$ cat config.mk
export PLATFORM = sky130hd
export DESIGN_NAME = fcmc_ctrl
export DESIGN_NICKNAME = d
export VERILOG_FILES = /design/src/design/fcmc_pkg.sv /design/src/design/fcmc_bus_cycle.sv /design/src/design/fcmc_ctrl.sv
export SDC_FILE = /design/constraint.sdc
export NUM_CORES = 1
export LEC_CHECK = 0
export BUFFER_PORTS_ARGS = -buffer_cell sky130_fd_sc_hd__clkbuf_2
export CORE_MARGIN = 8
export CORE_UTILIZATION = 45
export CTS_BUF_LIST = sky130_fd_sc_hd__clkbuf_16
export DETAILED_ROUTE_END_ITERATION = 12
export PLACE_DENSITY = 0.75
export SKIP_LAST_GASP = 1
export SYNTH_ARGS = -nofsm -noshare
export SYNTH_HDL_FRONTEND = slang
export SYNTH_HIERARCHICAL = 1
export SYNTH_SLANG_ARGS = --single-unit
export TNS_END_PERCENT = 100
$ cat constraint.sdc
create_clock -name clk -period 4 [get_ports clk]
set_input_delay 1.2 -clock clk [delete_from_list [all_inputs] [get_ports clk]]
set_output_delay 1.2 -clock clk [all_outputs]
set_load 0.01 [all_outputs]
$ cat src/design/fcmc_pkg.sv
/*
 package for the flash command and mode controller: pin widths, command codes,
 unlock cycle codes, status bit positions and timing counts.
 assumes a 100 MHz clock and an asynchronous parallel flash on the far side.
*/
package fcmc_pkg;
	localparam int ADDR_W = 18;
	localparam int DATA_W = 8;
	// clock period in ns
	localparam int CLK_NS = 10;
	// write strobe low time, ns, and its least cycle count
	localparam int WE_LOW_NS     = 60;
	localparam int WE_LOW_CYC    = (WE_LOW_NS + CLK_NS - 1) / CLK_NS;
	// read access time, ns, and its least cycle count
	localparam int RD_ACC_NS     = 90;
	localparam int RD_ACC_CYC    = (RD_ACC_NS + CLK_NS - 1) / CLK_NS;
	// recovery after read/reset in block erase or after an error, us
	localparam int RECOVER_US    = 10;
	localparam int RECOVER_CYC   = (RECOVER_US * 1000 + CLK_NS - 1) / CLK_NS;
	// power-up ready delay, us
	localparam int POWERUP_US    = 50;
	localparam int POWERUP_CYC   = (POWERUP_US * 1000 + CLK_NS - 1) / CLK_NS;
	localparam int CNT_W = 16;
	// unlock cycles (values arbitrary defaults, device specific)
	localparam logic [ADDR_W-1:0] UNLOCK_ADDR1 = 18'h0_0555;
	localparam logic [ADDR_W-1:0] UNLOCK_ADDR2 = 18'h0_02AA;
	localparam logic [DATA_W-1:0] UNLOCK_DATA1 = 8'hAA;
	localparam logic [DATA_W-1:0] UNLOCK_DATA2 = 8'h55;
	// command bytes (values arbitrary defaults, device specific)
	localparam logic [DATA_W-1:0] CMD_RESET    = 8'hF0;
	localparam logic [DATA_W-1:0] CMD_PROGRAM  = 8'hA0;
	localparam logic [DATA_W-1:0] CMD_ERASE    = 8'h80;
	localparam logic [DATA_W-1:0] CMD_CHIP     = 8'h10;
	localparam logic [DATA_W-1:0] CMD_BLOCK    = 8'h30;
	localparam logic [DATA_W-1:0] CMD_SUSPEND  = 8'hB0;
	localparam logic [DATA_W-1:0] CMD_RESUME   = 8'h30;
	localparam logic [DATA_W-1:0] CMD_IDENT    = 8'h90;
	// status bit positions
	localparam int POLL_BIT   = 7;
	localparam int TOGGLE_BIT = 6;
	localparam int ERROR_BIT  = 5;
	// user operation codes
	localparam logic [2:0] OP_READ    = 3'h0;
	localparam logic [2:0] OP_PROGRAM = 3'h1;
	localparam logic [2:0] OP_CHIP    = 3'h2;
	localparam logic [2:0] OP_BLOCK   = 3'h3;
	localparam logic [2:0] OP_SUSPEND = 3'h4;
	localparam logic [2:0] OP_RESUME  = 3'h5;
	localparam logic [2:0] OP_IDENT   = 3'h6;
	localparam logic [2:0] OP_RESET   = 3'h7;
	// result codes
	localparam logic [1:0] RES_OK    = 2'h0;
	localparam logic [1:0] RES_FAIL  = 2'h1;
	localparam logic [1:0] RES_BUSY  = 2'h2;
	typedef enum logic [7:0] {
		ST_POWERUP = 8'b0000_0001,
		ST_IDLE    = 8'b0000_0010,
		ST_WRITE   = 8'b0000_0100,
		ST_READ    = 8'b0000_1000,
		ST_POLL    = 8'b0001_0000,
		ST_RECOVER = 8'b0010_0000,
		ST_GAP     = 8'b0100_0000,
		ST_DONE    = 8'b1000_0000
	} fcmc_state_t;
endpackage

$ cat src/design/fcmc_bus_cycle.sv
/*
 one flash bus cycle: a write pulse on the write strobe or a timed read.
 assumes the flash pins are sampled synchronously; data pin is three signals.
*/
`timescale 1ns/1ns
module fcmc_bus_cycle
	import fcmc_pkg::*;
(
	input  wire logic                  clk,
	input  wire logic                  rst_n,
	input  wire logic                  start,
	input  wire logic                  is_write,
	input  wire logic [fcmc_pkg::ADDR_W-1:0] addr,
	input  wire logic [fcmc_pkg::DATA_W-1:0] wdata,
	output logic                       done,
	output logic [fcmc_pkg::DATA_W-1:0] rdata,
	output logic [fcmc_pkg::ADDR_W-1:0] flash_addr,
	output logic                       flash_ce_n,
	output logic                       flash_oe_n,
	output logic                       flash_we_n,
	input  wire logic [fcmc_pkg::DATA_W-1:0] flash_dq_in,
	output logic [fcmc_pkg::DATA_W-1:0] flash_dq_out,
	output logic                       flash_dq_oe
);
	logic [7:0]  cnt, next_cnt;
	logic        busy, next_busy, wr, next_wr, next_done;
	logic [DATA_W-1:0] next_rdata;
	logic [ADDR_W-1:0] next_addr;
	logic [DATA_W-1:0] next_dq;

	// cycle timing: hold strobe low for the required count, capture at the end
	// done is registered so the captured byte already stands when done is seen;
	// no start is taken in the done cycle, so the caller can step on first
	always_comb begin
		next_cnt   = cnt;
		next_busy  = busy;
		next_wr    = wr;
		next_rdata = rdata;
		next_addr  = flash_addr;
		next_dq    = flash_dq_out;
		next_done  = 1'b0;
		if (!busy && start && !done) begin
			next_busy = 1'b1;
			next_wr   = is_write;
			next_addr = addr;
			next_dq   = wdata;
			next_cnt  = is_write ? 8'(WE_LOW_CYC) : 8'(RD_ACC_CYC);
		end else if (busy) begin
			if (cnt == 8'h01) begin
				next_busy = 1'b0;
				next_done = 1'b1;
				if (!wr)
					next_rdata = flash_dq_in;
			end
			next_cnt = cnt - 8'h01;
		end
	end

	always_ff @(posedge clk or negedge rst_n) begin
		if (!rst_n) begin
			cnt          <= 8'h00;
			busy         <= 1'b0;
			done         <= 1'b0;
			wr           <= 1'b0;
			rdata        <= 8'h00;
			flash_addr   <= 18'h0_0000;
			flash_dq_out <= 8'h00;
		end else begin
			cnt          <= next_cnt;
			busy         <= next_busy;
			done         <= next_done;
			wr           <= next_wr;
			rdata        <= next_rdata;
			flash_addr   <= next_addr;
			flash_dq_out <= next_dq;
		end
	end

	// strobes follow the busy state
	assign flash_ce_n  = !busy;
	assign flash_we_n  = !(busy && wr);
	assign flash_oe_n  = !(busy && !wr);
	assign flash_dq_oe = busy && wr;
endmodule

$ cat src/design/fcmc_ctrl.sv
/*
 host-side controller for a parallel flash with command sequences and status polling.
 takes user orders (read, program, erase, suspend, identify, reset) and turns
 them into write sequences (unlock-guarded for program, erase and identify), reads and status polls.
 assumes the flash sits on the pins below and one order is given at a time.
*/
`timescale 1ns/1ns
module fcmc_ctrl
	import fcmc_pkg::*;
(
	input  wire logic                        clk,
	input  wire logic                        resetn,
	input  wire logic                        req_valid,
	output logic                             req_ready,
	input  wire logic [2:0]                  req_op,
	input  wire logic [fcmc_pkg::ADDR_W-1:0] req_addr,
	input  wire logic [fcmc_pkg::DATA_W-1:0] req_data,
	output logic                             rsp_valid,
	output logic [1:0]                       rsp_result,
	output logic [fcmc_pkg::DATA_W-1:0]      rsp_data,
	output logic                             id_mode,
	output logic                             suspended,
	output logic [fcmc_pkg::ADDR_W-1:0]      flash_addr,
	output logic                             flash_ce_n,
	output logic                             flash_oe_n,
	output logic                             flash_we_n,
	output logic                             reset_input_low,
	input  wire logic [fcmc_pkg::DATA_W-1:0] flash_dq_in,
	output logic [fcmc_pkg::DATA_W-1:0]      flash_dq_out,
	output logic                             flash_dq_oe
);
	import fcmc_pkg::*;

	logic              rs1, rst_n;
	fcmc_state_t       state, next_state;
	logic [2:0]        op, next_op;
	logic [ADDR_W-1:0] addr, next_addr;
	logic [DATA_W-1:0] data, next_data;
	logic [2:0]        step, next_step;
	logic [CNT_W-1:0]  wait_cnt, next_wait_cnt;
	logic [DATA_W-1:0] prev, next_prev;
	logic              have_prev, next_have_prev;
	logic              next_rsp_valid;
	logic [1:0]        next_rsp_result;
	logic [DATA_W-1:0] next_rsp_data;
	logic              next_id_mode, next_suspended, in_erase, next_in_erase;
	logic              cyc_start, cyc_write, cyc_done;
	logic [ADDR_W-1:0] cyc_addr;
	logic [DATA_W-1:0] cyc_wdata, cyc_rdata;

	// write count of each order, unlock cycles counted
	function automatic logic [2:0] seq_len(input logic [2:0] o);
		case (o)
			OP_PROGRAM: seq_len = 3'd4;
			OP_CHIP:    seq_len = 3'd6;
			OP_BLOCK:   seq_len = 3'd6;
			OP_IDENT:   seq_len = 3'd3;
			default:    seq_len = 3'd1;
		endcase
	endfunction

	// address and data of write number s of an order
	function automatic logic [ADDR_W+DATA_W-1:0] seq_word(input logic [2:0] o,
			input logic [2:0] s, input logic [ADDR_W-1:0] a, input logic [DATA_W-1:0] d);
		logic u;
		u = (s == 3'd0) || (s == 3'd3);
		if (o == OP_SUSPEND)
			seq_word = {a, CMD_SUSPEND};
		else if (o == OP_RESUME)
			seq_word = {a, CMD_RESUME};
		else if (o == OP_RESET)
			seq_word = {UNLOCK_ADDR1, CMD_RESET};
		else if (s == 3'd2 && o == OP_PROGRAM)
			seq_word = {UNLOCK_ADDR1, CMD_PROGRAM};
		else if (s == 3'd3 && o == OP_PROGRAM)
			seq_word = {a, d};
		else if (s == 3'd2 && o == OP_IDENT)
			seq_word = {UNLOCK_ADDR1, CMD_IDENT};
		else if (s == 3'd2)
			seq_word = {UNLOCK_ADDR1, CMD_ERASE};
		else if (s == 3'd5 && o == OP_CHIP)
			seq_word = {UNLOCK_ADDR1, CMD_CHIP};
		else if (s == 3'd5)
			seq_word = {a, CMD_BLOCK};
		else if (u)
			seq_word = {UNLOCK_ADDR1, UNLOCK_DATA1};
		else
			seq_word = {UNLOCK_ADDR2, UNLOCK_DATA2};
	endfunction

	// reset release through two flip-flops
	always_ff @(posedge clk or negedge resetn) begin
		if (!resetn) begin
			rs1   <= 1'b0;
			rst_n <= 1'b0;
		end else begin
			rs1   <= 1'b1;
			rst_n <= rs1;
		end
	end

	assign reset_input_low = 1'b1;
	assign req_ready = (state == ST_IDLE) || (state == ST_POLL && in_erase && cyc_done
		&& req_op == OP_SUSPEND);
	assign {cyc_addr, cyc_wdata} = seq_word(op, step, addr, data);

	fcmc_bus_cycle u_cycle (
		.clk          (clk),
		.rst_n        (rst_n),
		.start        (cyc_start),
		.is_write     (cyc_write),
		.addr         (state == ST_WRITE ? cyc_addr : addr),
		.wdata        (cyc_wdata),
		.done         (cyc_done),
		.rdata        (cyc_rdata),
		.flash_addr   (flash_addr),
		.flash_ce_n   (flash_ce_n),
		.flash_oe_n   (flash_oe_n),
		.flash_we_n   (flash_we_n),
		.flash_dq_in  (flash_dq_in),
		.flash_dq_out (flash_dq_out),
		.flash_dq_oe  (flash_dq_oe)
	);

	// order sequencer: writes, reads, status poll and recovery waits
	always_comb begin
		next_state      = state;
		next_op         = op;
		next_addr       = addr;
		next_data       = data;
		next_step       = step;
		next_wait_cnt   = wait_cnt;
		next_prev       = prev;
		next_have_prev  = have_prev;
		next_rsp_valid  = 1'b0;
		next_rsp_result = rsp_result;
		next_rsp_data   = rsp_data;
		next_id_mode    = id_mode;
		next_suspended  = suspended;
		next_in_erase   = in_erase;
		cyc_start       = 1'b0;
		cyc_write       = 1'b0;
		case (state)
			ST_POWERUP: begin
				if (wait_cnt == '0)
					next_state = ST_IDLE;
				else
					next_wait_cnt = wait_cnt - 1'b1;
			end
			ST_IDLE: begin
				if (req_valid) begin
					next_op   = req_op;
					next_addr = req_addr;
					next_data = req_data;
					next_step = 3'd0;
					next_state = (req_op == OP_READ) ? ST_READ : ST_WRITE;
				end
			end
			ST_WRITE: begin
				cyc_start = 1'b1;
				cyc_write = 1'b1;
				if (cyc_done) begin
					next_step = step + 3'd1;
					if (step + 3'd1 == seq_len(op)) begin
						next_state = ST_DONE;
						next_rsp_result = RES_OK;
						case (op)
							OP_PROGRAM, OP_CHIP, OP_BLOCK: begin
								next_state     = ST_POLL;
								next_have_prev = 1'b0;
								next_in_erase  = (op == OP_BLOCK);
							end
							OP_IDENT:   next_id_mode = 1'b1;
							OP_SUSPEND: next_suspended = in_erase;
							OP_RESUME: begin
								next_suspended = 1'b0;
								next_have_prev = 1'b0;
								next_state     = in_erase ? ST_POLL : ST_DONE;
							end
							default: begin
								next_id_mode   = 1'b0;
								next_suspended = 1'b0;
								if (in_erase) begin
									next_in_erase = 1'b0;
									next_wait_cnt = CNT_W'(RECOVER_CYC);
									next_state    = ST_RECOVER;
								end
							end
						endcase
					end
				end
			end
			ST_READ: begin
				cyc_start = 1'b1;
				if (cyc_done) begin
					next_rsp_data   = cyc_rdata;
					next_rsp_result = RES_OK;
					next_state      = ST_DONE;
				end
			end
			ST_POLL: begin
				cyc_start = 1'b1;
				if (cyc_done) begin
					next_prev      = cyc_rdata;
					next_have_prev = 1'b1;
					if (req_valid && req_ready) begin
						next_op    = OP_SUSPEND;
						next_addr  = req_addr;
						next_step  = 3'd0;
						next_state = ST_WRITE;
					end else if (have_prev && prev[TOGGLE_BIT] == cyc_rdata[TOGGLE_BIT]) begin
						next_in_erase   = 1'b0;
						next_rsp_data   = cyc_rdata;
						next_rsp_result = RES_OK;
						next_state      = ST_DONE;
					end else if (cyc_rdata[ERROR_BIT]) begin
						next_state = ST_GAP;
					end
				end
			end
			ST_GAP: begin
				cyc_start = 1'b1;
				if (cyc_done) begin
					next_rsp_data = cyc_rdata;
					next_in_erase = 1'b0;
					if (prev[TOGGLE_BIT] == cyc_rdata[TOGGLE_BIT]) begin
						next_rsp_result = RES_OK;
						next_state      = ST_DONE;
					end else begin
						next_rsp_result = RES_FAIL;
						next_op         = OP_RESET;
						next_step       = 3'd0;
						next_state      = ST_RECOVER;
						next_wait_cnt   = CNT_W'(RECOVER_CYC);
					end
				end
			end
			ST_RECOVER: begin
				if (wait_cnt == '0)
					next_state = ST_DONE;
				else
					next_wait_cnt = wait_cnt - 1'b1;
			end
			default: begin
				next_rsp_valid = 1'b1;
				next_state     = ST_IDLE;
			end
		endcase
	end

	always_ff @(posedge clk or negedge rst_n) begin
		if (!rst_n) begin
			state      <= ST_POWERUP;
			op         <= OP_READ;
			addr       <= 18'h0_0000;
			data       <= 8'h00;
			step       <= 3'd0;
			wait_cnt   <= CNT_W'(POWERUP_CYC);
			prev       <= 8'h00;
			have_prev  <= 1'b0;
			rsp_valid  <= 1'b0;
			rsp_result <= 2'h0;
			rsp_data   <= 8'h00;
			id_mode    <= 1'b0;
			suspended  <= 1'b0;
			in_erase   <= 1'b0;
		end else begin
			state      <= next_state;
			op         <= next_op;
			addr       <= next_addr;
			data       <= next_data;
			step       <= next_step;
			wait_cnt   <= next_wait_cnt;
			prev       <= next_prev;
			have_prev  <= next_have_prev;
			rsp_valid  <= next_rsp_valid;
			rsp_result <= next_rsp_result;
			rsp_data   <= next_rsp_data;
			id_mode    <= next_id_mode;
			suspended  <= next_suspended;
			in_erase   <= next_in_erase;
		end
	end
endmodule

# After elaboration in Yosys (flattened, before gate mapping)
# Cells that the tools add are included.
# W data, S select, Z words.
[word_totals]
ff_bits = 125
inputBits = 40
wordCells = 225
[classes]
add_sub_neg = 3
n_eq_ne = 40
mux = 97
n_bitwise = 4
reduce_logical = 58
[op_table]
columns = ["cell", "n"]
rows = [
  ["$mux W26", 9],
  ["$mux W8", 20],
  ["$mux W16", 7],
  ["$mux W18", 4],
  ["$pmux W8 S7", 1],
  ["$pmux W16 S3", 1],
  ["$mux W3", 13],
  ["$pmux W18 S2", 1],
  ["$pmux W8 S3", 1],
  ["$reduce_and A8 Y1", 3],
  ["$mux W1", 20],
  ["$ne A2 B2 Y1 const B", 10],
  ["$mux W19", 1],
  ["$eq A3 B3 Y1 const B", 6],
  ["$pmux W3 S3", 2],
  ["$eq A8 B1 Y1 const B", 2],
  ["$logic_not A16 Y1", 1],
  ["$ne A2 B1 Y1 const B", 8],
  ["$pmux W8 S2", 1],
  ["$reduce_and A4 Y1", 4],
  ["$sub A16 B1 Y16 const B", 1],
  ["$mux W2", 7],
  ["$logic_and A1 B1 Y1", 13],
  ["$eq A3 B2 Y1 const B", 4],
  ["35 further kinds", 62],
]

# Longest topological paths before layout
[logic_depth]
word_depth = 13
depth_mapped = 11

# Cells and area by module
# The synthesis kept the hierarchy.
[by_module_without_submodules]
columns = ["mod", "instances", "cells_per_inst", "area_each_um2", "seq_area_each_um2"]
rows = [
  ["fcmc_ctrl", 1, 461, 4309.1, 1834.3],
  ["fcmc_bus_cycle", 1, 132, 1854.3, 1126.1],
]

# Worst setup path before layout
# Ideal clock, no wire load.
[synth_timing]
kind = "input-to-output"
start = "input req_op[1]"
end = "output req_ready"
arrival_ps = 1966
required_ps = 2800
slack_ps = 834
path_stages = 3
path_buffers = 0
path_cell_list = "nor3b_1 > nand3_1 > o21ai_0"
[synth_via]
elab_chain_cells = 3
[synth_rtl]
columns = ["element", "line", "rtl"]
rows = [
  ["from (decl)", "fcmc_ctrl.sv:15", "input wire logic [2:0] req_op,"],
  ["$eq A3 B3 Y1", "fcmc_ctrl.sv:104", "&& req_op == OP_SUSPEND);"],
  ["$logic_and A1 B1 Y1", "fcmc_ctrl.sv:104", ""],
  ["$logic_or A1 B1 Y1", "fcmc_ctrl.sv:103", "assign req_ready = (state == ST_IDLE) || (state == ST_POLL && in_erase && cyc_done"],
  ["to (decl)", "fcmc_ctrl.sv:14", "output logic req_ready,"],
]
# No other way between the ends.

# Final worst setup path
[layout_timing]
start = "register state[1]"
end = "output req_ready"
[layout_via]
elab_chain_cells = 5
[layout_rtl]
columns = ["element", "line", "rtl"]
rows = [
  ["from (decl)", "fcmc_ctrl.sv:35", "fcmc_state_t state, next_state;"],
  ["from (signal assigned)", "fcmc_ctrl.sv:268", "state <= next_state;"],
  ["$eq A8 B5 Y1", "fcmc_ctrl.sv:103", ""],
  ["$logic_and A1 B1 Y1 (2 in series)", "fcmc_ctrl.sv:103", ""],
  ["$logic_and A1 B1 Y1", "fcmc_ctrl.sv:104", ""],
  ["$logic_or A1 B1 Y1 (*)", "fcmc_ctrl.sv:103", ""],
]
# Mark *: on every way between the ends. The rest lies on a longest branch, timed or not.

==> results.md <==
* Status: finished, final reports clean
* Worst Path Required at 2.80 ns
* Synth Flop Type: dfrtp_1
* Worst vdd ir at 0.000350 V
* # Post-CTS Setup Buffers at 0
* Arrival time at the worst endpoint at 2.24 ns
* Grt total ovfl at 0
* Starting density of the core at 0.464
* Fillers at 1088
* Vias in the first global route at 5124
* Die Height at 133 um
* Yosys cell types at 75
* Post-synthesis sequential area ratio at 0.480
* Worst Path Max Fanout at 8
* Final setup TNS at 0 ns
* Mapped cell area at 0.00616 mm2
* CTS buffer count at 17
* Drt total wl at 14600 um
* Gpl congestion at 0.951
* Crit path from: state[1]$_DFFE_PN0P_
* Final net count at 721
* RSZ-0062 raised after global routing: no
* Via Count at 4963
* Final count of negative-setup-slack endpoints at 0
* Iter 0 DRT Violations at 509
* Total GRT Usage at 0.170
* Largest net degree at the start of global routing at 44
* Cts hold-fix bufs at 0
* Critical path class: reg2out
* First-pass GRT wire length at 24900 um
* CTS max path bufs at 2
* P per Cell Area at 624 mW/mm2
* Startpoint Class: flip-flop
* Drt pass-1 iters at 5
* EDFF count, synth at 0
* Pwr Total at 4.55 mW
* Clock transition at path regs at 0.06 ns
* Commonest non-fill, non-tap cell in the layout: dfrtp_1
* Root Buffer: clkbuf_16
* DIE WIDTH at 133 um
* Setup crit end kind: output port
* FMAX at 291 MHz
* Worst hold path type: reg2async
* I/O Buffers at 82
* Die area at 0.0177 mm2
* R2r setup slk at 0.94 ns
* Most frequent cells in the layout: dfrtp_1, clkbuf_2, mux2_2
* Reg2reg path depth at 8
* Clock Skew at 0.0159 ns
* DP HPWL at 10600 um
* Mapped Cells at 593
* Cells along the critical path: nor4_1, nand3_1, o21ai_0, clkbuf_2
* Ant diodes at 0
* TritonCTS clock tree: built
* Post-synth top area share at 0.455
* Synthesis Warnings at 6
* Core ar. at 0.0133 mm2
* Util after Layout at 0.549
* DRC at 0
* Io pins at 85
* Synth area leader: dfrtp_1
* Part of the cycle the worst path needs at 0.859
* Seq cells post-synth at 118
* Initial antenna violation count at 0
* Share of layout cells above drive strength 1 at 0.325
* Slew margin rel. at 0.415
* Cell row count at 42
* FF-to-FF End: state[4]$_DFFE_PN0P_
* Synth area leaders: dfrtp_1, mux2_2, nand2_1
* H-Tree Depth at 4
* Worst slew pin tran at 0.875 ns
* DR vias/cell at 5.76
* Final Hold Fails at 0
* Slowest stage cell, crit path: nor4_1
* Slew Viols, Final at 0
* Reg2Reg Launch Point: step[0]$_DFFE_PN0P_
* Max-cap viol count at 0
* Post-cts resize count at 0
* Clock sinks at 118
* Syn avg cell area at 10.4 um2
* Antenna-violating nets left at 0
* Final min period at 3.44 ns
* Area growth from synthesis to layout at 18.4%
* Hold Slack at 0.269 ns
* Later-pin clock latency in the skew report at 0.41 ns
* CP max stage delay at 0.56 ns
* Async S/R FF share, synth at 1.00
* Leak at 3.46 nW
* Wire per inst at 16.9 um
critical path, delay by kind of cell (launching register included):
kind	cells	cell delay, ns
buffers and inverters	1	0.18
AOI/OAI and AO/OA	1	0.30
and+or+nand+nor	2	0.88
DFF	1	0.48
metal layers:
metal | share of wire | global-route usage
met1 | 0.44 | 0.210
met2 | 0.48 | 0.274
met3 | 0.050 | 0.0397
met4 | 0.025 | 0.0801
met5 | 0 | 0
worst max-delay path by stage:
stage | cells after the start | endpoint
floorplan | 0 | addr[0]$_DFFE_PN0P_
global placement | 5 | req_ready
detailed placement | 5 | req_ready
CTS | 5 | req_ready
global route | 4 | req_ready
finish | 4 | req_ready
kinds of logic after synthesis:
| logic type | share of synthesized area |
|---|---|
| XOR/XNOR | 0.00853 |
| multiplexers | 0.152 |
| flip-flops | 0.480 |
| adder cells (fa/ha/maj) | 0.0162 |
| buffers and inverters | 0.0363 |
| AO/OA/AOI/OAI | 0.133 |
| AND/OR/NAND/NOR | 0.172 |
| other | 0.00122 |
report_power, final:
part           total, mW  internal, mW  switching (mW)
Combinational       1.37         0.631           0.743
Sequential          1.70          1.44           0.261
Clock               1.48         0.919           0.559
Total               4.55          2.99            1.56
cell usage after synthesis, drive strengths merged, types with 3 or more instances:
library cell	number
nand3	15
xnor2	5
or4b	3
a21o	5
mux2	77
o21a	9
nor4	10
clkbuf	15
and3	6
inv	20
nand4	4
o31ai	4
buf	14
o221ai	6
o211ai	4
a31oi	3
or2	4
nand2	49
nor3	11
a21oi	31
nand2b	8
ha	8
nor2	46
dfstp	6
or4	9
or3	6
o21ai	34
dfrtp	112
nor2b	14
o22a	3
mux2i	6
o22ai	4
and2	5
a21boi	5
area by class of cell:
type / instances / area, um2 / share of cell area
Tap cell: 176 / 220 / 0.0302
Clock inverter: 15 / 156 / 0.0214
Sequential cell: 118 / 2960 / 0.406
Inverter: 22 / 82.6 / 0.0113
Clock buffer: 17 / 425 / 0.0583
Timing Repair Buffer: 89 / 463 / 0.0634
Multi-Input combinational cell: 425 / 2990 / 0.409
registers in the layout, indices dropped and copies added (netlist names), 3 cells and up:
name	flops
op	3
step	3
u_cycle/flash_dq_out	8
wait_cnt	16
addr	18
u_cycle/cnt	8
u_cycle/flash_addr	18
state	8
rsp_data	8
data	8
u_cycle/rdata	8
stage by stage:
stage | instances | worst slack (ns) | instance area, um2
2_1_floorplan | 594 | 0.480 | 6170
3_3_place_gp | 830 | 0.639 | 6720
3_5_place_dp | 830 | 0.563 | 6720
4_1_cts | 862 | 0.563 | 7300
5_1_grt | 862 | 0.372 | 7300
6_report | 862 | 0.565 | 7300
Note: power is estimated with default switching activity, not from simulation.
